`src/common/slos_map.vh`:
```
`ifndef SLOS_MAP_VH
`define SLOS_MAP_VH

// Register addresses, 15 bits as carried by the SPI instruction word.
`define SLOS_ADDR_SOFT_RESET      15'h0000
`define SLOS_ADDR_DATAPATH_RESET  15'h0001
`define SLOS_ADDR_POWER_MODE      15'h0002
`define SLOS_ADDR_DECIMATION      15'h0201
`define SLOS_ADDR_OUTPUT_FORMAT   15'h0561
`define SLOS_ADDR_LANE_RATE_BAND  15'h056e
`define SLOS_ADDR_PLL_STATUS      15'h056f
`define SLOS_ADDR_LINK_CONTROL    15'h0571
`define SLOS_ADDR_TAIL_CONTROL    15'h0584
`define SLOS_ADDR_DEEMPHASIS      15'h05c4
`define SLOS_ADDR_PLL_CAL         15'h1222
`define SLOS_ADDR_STARTUP         15'h1228
`define SLOS_ADDR_LOCK_CLEAR      15'h1262

// Reset values.
`define SLOS_RST_POWER_MODE       8'h00
`define SLOS_RST_DECIMATION       8'h01
`define SLOS_RST_OUTPUT_FORMAT    8'h00
`define SLOS_RST_LANE_RATE_BAND   8'h10
`define SLOS_RST_LINK_CONTROL     8'h00
`define SLOS_RST_TAIL_CONTROL     8'h00
`define SLOS_RST_DEEMPHASIS       8'h00
`define SLOS_RST_PLL_CAL          8'h00
`define SLOS_RST_STARTUP          8'h0f
`define SLOS_RST_LOCK_CLEAR       8'h00

// Trigger values of the self-clearing reset registers.
`define SLOS_SOFT_RESET_CODE      8'h81
`define SLOS_DATAPATH_RESET_CODE  8'h02

// Field positions.
`define SLOS_BIT_PLL_LOCKED       7
`define SLOS_BIT_LOCK_LOST        3
`define SLOS_BIT_LINK_POWER_DOWN  0
`define SLOS_BIT_PLL_CAL_RESET    2
`define SLOS_BIT_STARTUP_RESET    6
`define SLOS_BIT_LOCK_CLEAR       3
`define SLOS_BIT_OFFSET_BINARY    0
`define SLOS_BIT_TAIL_PRBS        4
`define SLOS_BIT_DEEMPH_EN        0
`define SLOS_BAND_MSB             7
`define SLOS_BAND_LSB             4
`define SLOS_CS_MSB               1
`define SLOS_CS_LSB               0
`define SLOS_PWR_MSB              1
`define SLOS_PWR_LSB              0

// SPI framing: instruction bits, then data bits.
`define SLOS_SPI_INSTR_BITS       5'd16
`define SLOS_SPI_FRAME_BITS       5'd24

// Tail bit pseudorandom generator seed.
`define SLOS_PRBS_SEED            9'h1ff

`endif

```
`src/rtl/slos_pack.v`:
```
`timescale 1ns/10ps
`default_nettype none
`include "slos_map.vh"

// Splits one converter word into two octets with tail or control bits.
module slos_pack #(
    parameter N = 14
) (
    // Clock and reset
    input  wire         clk,
    input  wire         srst,
    input  wire         dp_rst,
    // Configuration
    input  wire         offset_binary,
    input  wire         tail_prbs,
    input  wire [1:0]   cs,
    // Sample and control bits
    input  wire [N-1:0] sample,
    input  wire         sample_valid,
    input  wire [2:0]   ctrl_bits,
    // Octets
    output reg  [7:0]   octet0,
    output reg  [7:0]   octet1,
    output reg          octet_valid
);

    reg  [8:0]   prbs_reg;
    reg  [1:0]   tail;
    reg  [N-1:0] word;

    wire [N-1:0] fmt = offset_binary ? {~sample[N-1], sample[N-2:0]} : sample;
    wire [1:0]   fill = tail_prbs ? prbs_reg[8:7] : 2'b00;

    // Control bits go in MSB first; with three of them bit 0 takes the sample LSB.
    always @* begin
        word = fmt;
        tail = fill;
        case (cs)
            2'd1:    tail = {ctrl_bits[2], fill[0]};
            2'd2:    tail = ctrl_bits[2:1];
            2'd3: begin
                tail    = ctrl_bits[2:1];
                word[0] = ctrl_bits[0];
            end
            default: tail = fill;
        endcase
    end

    always @(posedge clk) begin
        if (srst || dp_rst) begin
            prbs_reg    <= `SLOS_PRBS_SEED;
            octet0      <= 8'h00;
            octet1      <= 8'h00;
            octet_valid <= 1'b0;
        end else begin
            octet_valid <= sample_valid;
            if (sample_valid) begin
                prbs_reg <= {prbs_reg[6:0], prbs_reg[8] ^ prbs_reg[4], prbs_reg[7] ^ prbs_reg[3]};
                octet0   <= word[N-1:N-8];
                octet1   <= {word[N-9:0], tail};
            end
        end
    end

endmodule

`default_nettype wire

```
`src/rtl/slos_spi.v`:
```
`timescale 1ns/10ps
`default_nettype none
`include "slos_map.vh"

// Mode 0 SPI slave: 16-bit instruction (read flag, 15-bit address), one data byte.
// The serial pins are sampled on clk, so sclk must stay below a quarter of clk.
module slos_spi (
    // Clock and reset
    input  wire        clk,
    input  wire        srst,
    // Serial pins
    input  wire        spi_sclk,
    input  wire        spi_csb_n,
    input  wire        spi_sdi,
    output reg         spi_sdo,
    output reg         spi_sdo_oe,
    // Register side
    output reg  [14:0] addr,
    output reg  [7:0]  wdata,
    output reg         wr_stb,
    input  wire [7:0]  rdata
);

    reg        sclk_reg;
    reg [4:0]  cnt_reg;
    reg [15:0] shift_reg;
    reg [7:0]  tx_reg;
    reg        is_read_reg;

    wire rise = spi_sclk & ~sclk_reg;
    wire fall = ~spi_sclk & sclk_reg;

    always @(posedge clk) begin
        if (srst) begin
            sclk_reg    <= 1'b0;
            cnt_reg     <= 5'd0;
            shift_reg   <= 16'h0000;
            tx_reg      <= 8'h00;
            is_read_reg <= 1'b0;
            addr        <= 15'h0000;
            wdata       <= 8'h00;
            wr_stb      <= 1'b0;
            spi_sdo     <= 1'b0;
            spi_sdo_oe  <= 1'b0;
        end else begin
            sclk_reg <= spi_sclk;
            wr_stb   <= 1'b0;
            if (spi_csb_n) begin
                cnt_reg    <= 5'd0;
                spi_sdo_oe <= 1'b0;
            end else begin
                if (rise && cnt_reg != `SLOS_SPI_FRAME_BITS) begin
                    shift_reg <= {shift_reg[14:0], spi_sdi};
                    cnt_reg   <= cnt_reg + 5'd1;
                    if (cnt_reg == `SLOS_SPI_INSTR_BITS - 5'd1) begin
                        is_read_reg <= shift_reg[14];
                        addr        <= {shift_reg[13:0], spi_sdi};
                    end
                    if (cnt_reg == `SLOS_SPI_FRAME_BITS - 5'd1 && !is_read_reg) begin
                        wdata  <= {shift_reg[6:0], spi_sdi};
                        wr_stb <= 1'b1;
                    end
                end
                if (fall && is_read_reg && cnt_reg >= `SLOS_SPI_INSTR_BITS) begin
                    spi_sdo_oe <= (cnt_reg != `SLOS_SPI_FRAME_BITS);
                    if (cnt_reg == `SLOS_SPI_INSTR_BITS) begin
                        spi_sdo <= rdata[7];
                        tx_reg  <= {rdata[6:0], 1'b0};
                    end else begin
                        spi_sdo <= tx_reg[7];
                        tx_reg  <= {tx_reg[6:0], 1'b0};
                    end
                end
            end
        end
    end

endmodule

`default_nettype wire

```
`src/rtl/slos_top.v`:
```
// What this block does
// - Serializer clock from internal PLL at lane rate.
// - Status bit 7 reads PLL lock, read-only.
// - Sticky lock-lost bit 3 set on lock loss.
// - Link restart, bit 0 one then zero, clears it.
// - All four lanes form one single link.
// - Octet one bits 13-6, octet two 5-0 plus tails.
// - Tail bits are zeros or pseudorandom, as configured.
// - Control bits replace tails MSB first per CS.
// - Twos complement after reset until format reprogrammed.
// - Serial outputs powered up after reset.
// - De-emphasis disabled by default; enable sparingly.
`timescale 1ns/10ps
`default_nettype none
`include "slos_map.vh"

module slos_top #(
    parameter N     = 14,
    parameter LANES = 4
) (
    // Clock and reset
    input  wire             clk,
    input  wire             srst,
    // SPI pins
    input  wire             spi_sclk,
    input  wire             spi_csb_n,
    input  wire             spi_sdi,
    output wire             spi_sdo,
    output wire             spi_sdo_oe,
    // Power-down pin
    input  wire             power_down_pin,
    // Serializer PLL
    input  wire             pll_lock_raw,
    output reg              pll_enable_reg,
    output reg  [3:0]       pll_band_reg,
    output reg              pll_cal_reset_reg,
    output reg              startup_reset_reg,
    // Serial lane drivers
    output reg  [LANES-1:0] lane_enable_reg,
    output reg              deemph_enable_reg,
    // Sample path
    input  wire [N-1:0]     sample_data,
    input  wire             sample_valid,
    input  wire             overrange_in,
    input  wire             sysref_in,
    input  wire             fast_detect_in,
    output wire [7:0]       octet0,
    output wire [7:0]       octet1,
    output wire             octet_valid
);

    wire [14:0] bus_addr;
    wire [7:0]  bus_wdata;
    wire        bus_wr;
    reg  [7:0]  bus_rdata;

    reg  [7:0]  power_mode_reg;
    reg  [7:0]  decimation_reg;
    reg  [7:0]  output_format_reg;
    reg  [7:0]  lane_rate_reg;
    reg  [7:0]  link_control_reg;
    reg  [7:0]  tail_control_reg;
    reg  [7:0]  deemph_reg;
    reg  [7:0]  pll_cal_reg;
    reg  [7:0]  startup_reg;
    reg  [7:0]  lock_clear_reg;
    reg         soft_rst_reg;
    reg         dp_rst_reg;
    reg         lock_q_reg;
    reg         locked_reg;
    reg         lock_lost_flag_reg;
    reg         lock_lost_flag_next;

    function hit;
        input [14:0] a;
        input [14:0] target;
        begin
            hit = (a == target);
        end
    endfunction

    slos_spi i_slos_spi (
        .clk        (clk),
        .srst       (srst),
        .spi_sclk   (spi_sclk),
        .spi_csb_n  (spi_csb_n),
        .spi_sdi    (spi_sdi),
        .spi_sdo    (spi_sdo),
        .spi_sdo_oe (spi_sdo_oe),
        .addr       (bus_addr),
        .wdata      (bus_wdata),
        .wr_stb     (bus_wr),
        .rdata      (bus_rdata)
    );

    wire link_up   = ~power_down_pin && power_mode_reg[`SLOS_PWR_MSB:`SLOS_PWR_LSB] == 2'b00 &&
                     ~link_control_reg[`SLOS_BIT_LINK_POWER_DOWN];
    wire cal_reset = pll_cal_reg[`SLOS_BIT_PLL_CAL_RESET];
    wire wr_link   = bus_wr && hit(bus_addr, `SLOS_ADDR_LINK_CONTROL);

    // A restart is the falling edge of the power-down bit, seen at the write itself.
    wire restart   = wr_link && link_control_reg[`SLOS_BIT_LINK_POWER_DOWN] &&
                     ~bus_wdata[`SLOS_BIT_LINK_POWER_DOWN];
    wire lock_drop = link_up && ~cal_reset && lock_q_reg && ~pll_lock_raw;

    // Configuration registers; a soft reset code restores every default.
    always @(posedge clk) begin
        if (srst || soft_rst_reg) begin
            power_mode_reg    <= `SLOS_RST_POWER_MODE;
            decimation_reg    <= `SLOS_RST_DECIMATION;
            output_format_reg <= `SLOS_RST_OUTPUT_FORMAT;
            lane_rate_reg     <= `SLOS_RST_LANE_RATE_BAND;
            link_control_reg  <= `SLOS_RST_LINK_CONTROL;
            tail_control_reg  <= `SLOS_RST_TAIL_CONTROL;
            deemph_reg        <= `SLOS_RST_DEEMPHASIS;
            pll_cal_reg       <= `SLOS_RST_PLL_CAL;
            startup_reg       <= `SLOS_RST_STARTUP;
            lock_clear_reg    <= `SLOS_RST_LOCK_CLEAR;
        end else if (bus_wr) begin
            if (hit(bus_addr, `SLOS_ADDR_POWER_MODE)) begin
                power_mode_reg <= bus_wdata;
            end
            if (hit(bus_addr, `SLOS_ADDR_DECIMATION)) begin
                decimation_reg <= bus_wdata;
            end
            if (hit(bus_addr, `SLOS_ADDR_OUTPUT_FORMAT)) begin
                output_format_reg <= bus_wdata;
            end
            if (hit(bus_addr, `SLOS_ADDR_LANE_RATE_BAND)) begin
                lane_rate_reg <= bus_wdata;
            end
            if (wr_link) begin
                link_control_reg <= bus_wdata;
            end
            if (hit(bus_addr, `SLOS_ADDR_TAIL_CONTROL)) begin
                tail_control_reg <= bus_wdata;
            end
            if (hit(bus_addr, `SLOS_ADDR_DEEMPHASIS)) begin
                deemph_reg <= bus_wdata;
            end
            if (hit(bus_addr, `SLOS_ADDR_PLL_CAL)) begin
                pll_cal_reg <= bus_wdata;
            end
            if (hit(bus_addr, `SLOS_ADDR_STARTUP)) begin
                startup_reg <= bus_wdata;
            end
            if (hit(bus_addr, `SLOS_ADDR_LOCK_CLEAR)) begin
                lock_clear_reg <= bus_wdata;
            end
        end
    end

    // Self-clearing reset triggers; both read back as zero.
    always @(posedge clk) begin
        if (srst) begin
            soft_rst_reg <= 1'b0;
            dp_rst_reg   <= 1'b0;
        end else begin
            soft_rst_reg <= bus_wr && hit(bus_addr, `SLOS_ADDR_SOFT_RESET) &&
                            bus_wdata == `SLOS_SOFT_RESET_CODE;
            dp_rst_reg   <= bus_wr && hit(bus_addr, `SLOS_ADDR_DATAPATH_RESET) &&
                            bus_wdata == `SLOS_DATAPATH_RESET_CODE;
        end
    end

    // A drop of lock that lands in the clearing cycle still sets the flag.
    always @* begin
        lock_lost_flag_next = lock_lost_flag_reg;
        if (restart || lock_clear_reg[`SLOS_BIT_LOCK_CLEAR]) begin
            lock_lost_flag_next = 1'b0;
        end
        if (lock_drop) begin
            lock_lost_flag_next = 1'b1;
        end
    end

    // Lock tracking and PLL / lane control, all registered onto the pins.
    always @(posedge clk) begin
        if (srst) begin
            lock_q_reg         <= 1'b0;
            locked_reg         <= 1'b0;
            lock_lost_flag_reg <= 1'b0;
            pll_enable_reg     <= 1'b0;
            pll_band_reg       <= 4'h0;
            pll_cal_reset_reg  <= 1'b0;
            startup_reset_reg  <= 1'b0;
            lane_enable_reg    <= {LANES{1'b0}};
            deemph_enable_reg  <= 1'b0;
        end else begin
            lock_q_reg         <= pll_lock_raw;
            locked_reg         <= link_up && ~cal_reset && pll_lock_raw;
            lock_lost_flag_reg <= lock_lost_flag_next;
            pll_enable_reg     <= link_up;
            pll_band_reg       <= lane_rate_reg[`SLOS_BAND_MSB:`SLOS_BAND_LSB];
            pll_cal_reset_reg  <= cal_reset;
            startup_reset_reg  <= startup_reg[`SLOS_BIT_STARTUP_RESET];
            lane_enable_reg    <= {LANES{link_up}};
            deemph_enable_reg  <= deemph_reg[`SLOS_BIT_DEEMPH_EN];
        end
    end

    // Read mux; unmapped addresses and trigger registers read as zero.
    always @* begin
        bus_rdata = 8'h00;
        case (bus_addr)
            `SLOS_ADDR_POWER_MODE:     bus_rdata = power_mode_reg;
            `SLOS_ADDR_DECIMATION:     bus_rdata = decimation_reg;
            `SLOS_ADDR_OUTPUT_FORMAT:  bus_rdata = output_format_reg;
            `SLOS_ADDR_LANE_RATE_BAND: bus_rdata = lane_rate_reg;
            `SLOS_ADDR_LINK_CONTROL:   bus_rdata = link_control_reg;
            `SLOS_ADDR_TAIL_CONTROL:   bus_rdata = tail_control_reg;
            `SLOS_ADDR_DEEMPHASIS:     bus_rdata = deemph_reg;
            `SLOS_ADDR_PLL_CAL:        bus_rdata = pll_cal_reg;
            `SLOS_ADDR_STARTUP:        bus_rdata = startup_reg;
            `SLOS_ADDR_LOCK_CLEAR:     bus_rdata = lock_clear_reg;
            `SLOS_ADDR_PLL_STATUS: begin
                bus_rdata[`SLOS_BIT_PLL_LOCKED] = locked_reg;
                bus_rdata[`SLOS_BIT_LOCK_LOST]  = lock_lost_flag_reg;
            end
            default:                   bus_rdata = 8'h00;
        endcase
    end

    slos_pack #(
        .N (N)
    ) i_slos_pack (
        .clk           (clk),
        .srst          (srst || soft_rst_reg),
        .dp_rst        (dp_rst_reg),
        .offset_binary (output_format_reg[`SLOS_BIT_OFFSET_BINARY]),
        .tail_prbs     (tail_control_reg[`SLOS_BIT_TAIL_PRBS]),
        .cs            (tail_control_reg[`SLOS_CS_MSB:`SLOS_CS_LSB]),
        .sample        (sample_data),
        .sample_valid  (sample_valid && link_up),
        .ctrl_bits     ({overrange_in, sysref_in, fast_detect_in}),
        .octet0        (octet0),
        .octet1        (octet1),
        .octet_valid   (octet_valid)
    );

endmodule

`default_nettype wire

```
`config.mk`:
```
export PLATFORM = sky130hd
export DESIGN_NAME = slos_top
export DESIGN_NICKNAME = d
export VERILOG_FILES = /design/src/rtl/slos_pack.v /design/src/rtl/slos_spi.v /design/src/rtl/slos_top.v
export VERILOG_INCLUDE_DIRS = /design/src /design/src/common
export SDC_FILE = /design/constraint.sdc
export NUM_CORES = 1
export LEC_CHECK = 0
export BUFFER_PORTS_ARGS = -buffer_cell sky130_fd_sc_hd__buf_2
export CAP_MARGIN = 10
export CORE_MARGIN = 5
export CORE_UTILIZATION = 40
export DETAILED_ROUTE_END_ITERATION = 10
export PLACE_DENSITY_LB_ADDON = 0.2
export SLEW_MARGIN = 30
export SYNTH_ARGS = -nofsm -noshare
export SYNTH_HDL_FRONTEND = slang
export SYNTH_SLANG_ARGS = --single-unit
```
`constraint.sdc`:
```
create_clock -name clk -period 2.7 [get_ports clk]
set_input_delay 0.27 -clock clk [delete_from_list [all_inputs] [get_ports clk]]
set_output_delay 0.27 -clock clk [all_outputs]
set_load 0.005 [all_outputs]
```
==> reports/qor.csv <==
stage,metric,value,unit
synthesis,synth_top_area_frac,0.480,
drt,wl_per_cell,16.8,µm
synthesis,synth.distinct_cells,52,
cts,cts_hold_buffers,0,
timing,worst_pin_slew,779,ps
cts,insertion_delay,430,ps
drt,drc,0,
pwr,combPwrFrac,0.033,
finish,fin_cells,1103,
placement,dpl.cell_count,1071,
cts,numCtsBuffers,17,
synthesis,avgSynthCellArea,8.77,µm²
synthesis,synth-async-reset-ratio,0,
drt,drt_iter0_markers,471,
run_status,status,finished clean,
pwr,peakVddDrop,0.420,mV
synthesis,yosys.area.top_type,dfxtp_1,
synthesis,netlist_area,7260,µm²
pwr,p_sw_frac,0.229,
finish,drive_gt1_frac,0.150,
floorplanning,io_pins,56,
synthesis,synthMostInstantiatedCell,dfxtp_1,
synthesis,ys_top_cells_by_count,"174 x dfxtp_1, 142 x nand2_1, 81 x a21oi_1",
pwr,p_int,3890,µW
cts,cts_resized,0,
cts,cts_htree_levels,4,
timing,setup_viol_count_final,0,
synthesis,yosys_most_used_dff,dfxtp_1,
finish,area_growth,13.7,%
drt,first_pass_iters,5,
pwr,clkPwrFrac,0.450,
synthesis,syn-num-nets,856,
finish,fin_nets,889,
synthesis,syn-instance-count,828,
job,maxCapViolCount,0,
floorplanning,rows,49,
grt,grt.total_usage,0.180,
synthesis,synth_edf_count,0,
worst_setup_path,critPathArrivalTime,2730,ps
worst_setup_path,worstPathMaxFanout,9,
placement,port_buffers,55,
timing,finClkSkew,6.23,ps
timing,hold_viol,0,
grt,overflow,0,
synthesis,ys_seq_area_frac,0.480,
cts,tritoncts,yes,
drt,via_count,5936,
pwr,p_seq_frac,0.518,
synthesis,yosysWarnings,0,
placement,gp_congestion,0.872,
timing,drv_slew,0,
floorplanning,die_height,145,µm
grt,grt_pass1_wl,29.3,mm
timing,slew_headroom,0.481,
pwr,p_leak,0.00305,µW
synthesis,postSynthRegisterBits,174,
cts,clk_pin_slew,70,ps
grt,antenna_found_initial,0,
pwr,power.switching,1160,µW
timing,tns,0,ps
cts,cts_buffer_depth,2,
timing,grt_setup_unrepaired,no,
timing,clock.fmax,423,MHz
drt,antenna_left,0,
floorplanning,die_area,21000,µm²
worst_setup_path,path_class,reg -> reg,
worst_setup_path,start_kind,flop,
timing,fin_crit,2360,ps
cts,cts-root-buf,clkbuf_16,
drt,via_per_inst,5.38,
cts,cts_num_sinks,174,
worst_setup_path,endpoint_kind,flop,
pwr,p_per_area,611,nW/µm²
floorplanning,coreArea,17900,µm²
worst_setup_path,cp_slowest_cell,or4b_1,
cts,post-cts-setup-buffer-count,0,
placement,dpl.hpwl,12.4,mm
drt,wirelength,18.5,mm
worst_setup_path,slowest_delay,730,ps
pwr,p_total,5050,µW
timing,whs,78.2,ps
worst_hold_path,hp-class,in -> reg,
synthesis,synth_top_cells_by_area,"dfxtp_1 48%, mux2i_1 7.9%, nand2_1 7.3%, a21oi_1 5.6%, nand3_1 5.2%",
finish,final_core_util,0.462,
floorplanning,die_width,145,µm
timing,min_period_over_period,0.875,
finish,antennaDiodeCount,0,
worst_setup_path,reg2reg_slack,340,ps
grt,grt_pass1_vias,5285,
worst_setup_path,crit_required,3070,ps
worst_setup_path,cp_cell_sequence,or4b_1 > nor4b_4 > a22o_1 > a221oi_1 > and3_1 > o21ai_2,
floorplanning,start_util,0.406,
grt,grt_max_degree,75,
## power groups by stage
stage                     logic, µW  registers (µW)  clock network (µW)
after CTS                       168            2610                2320
final                           164            2610                2270
after detailed placement        168            2670                   0
after global placement          168            2670                   0
after floorplan                 104            2670                   0
after global routing            187            2610                2440
## routing by layer
layer | GRT usage | wire, µm
met3 | 0.0467 | 1430
met2 | 0.269 | 8080
met1 | 0.254 | 8710
met4 | 0.0565 | 269
met5 | 0 | 0
## kinds of logic after synthesis
group           synth area share
simple gates               0.268
flops                      0.480
compound gates             0.119
buf+inv                   0.0425
mux                       0.0785
xor+xnor                 0.00723
fa+ha+maj                0.00517
## cell usage in the layout (no fill, tap or decap), drive strengths merged, types with 3 or more instances in the layout
cell / n
a211oi: 3
a21oi: 81
a221oi: 12
a222oi: 4
a22o: 6
a22oi: 15
and3: 7
and4: 3
buf: 78
clkbuf: 21
clkinv: 5
clkinvlp: 3
dfxtp: 174
ha: 3
inv: 10
mux2i: 57
nand2: 144
nand3: 76
nand3b: 3
nand4: 4
nand4b: 4
nor2: 81
nor2b: 10
nor3: 7
nor4: 13
nor4b: 6
o21ai: 9
or2: 3
or3: 4
or4b: 4
xnor2: 4
## critical path: cells and delay by family (launching register included)
| kind | cells | cell delay [ps] |
|---|---|---|
| compound gates | 3 | 370 |
| flops | 1 | 380 |
| simple gates | 3 | 1550 |
## metrics by stage
| stage | instance area, µm² | worst slack [ps] |
|---|---|---|
| floorplan | 7260 | 545 |
| global placement | 7720 | 385 |
| detailed placement | 7720 | 347 |
| CTS | 8260 | 333 |
| global route | 8260 | 191 |
| finish | 8260 | 337 |
## final timing paths
path	start	to	depth (start not counted)
min	pll_lock_raw	lock_q_reg	2
min reg2reg	decimation_reg[2]	decimation_reg[2]	2
max	i_slos_spi.addr[0]	i_slos_spi.tx_reg[7]	6
max reg2reg	i_slos_spi.addr[0]	i_slos_spi.tx_reg[7]	6
## layout make-up
class	instances	area, µm²
tap	229	287
timing repair buffer	78	448
clock inverter	11	83.8
multi-input combinational	583	3470
clock buffer	21	460
inverter	7	26.3
fill	1764	9640
sequential	174	3480
No activity file was read; power rests on OpenSTA's default activity.
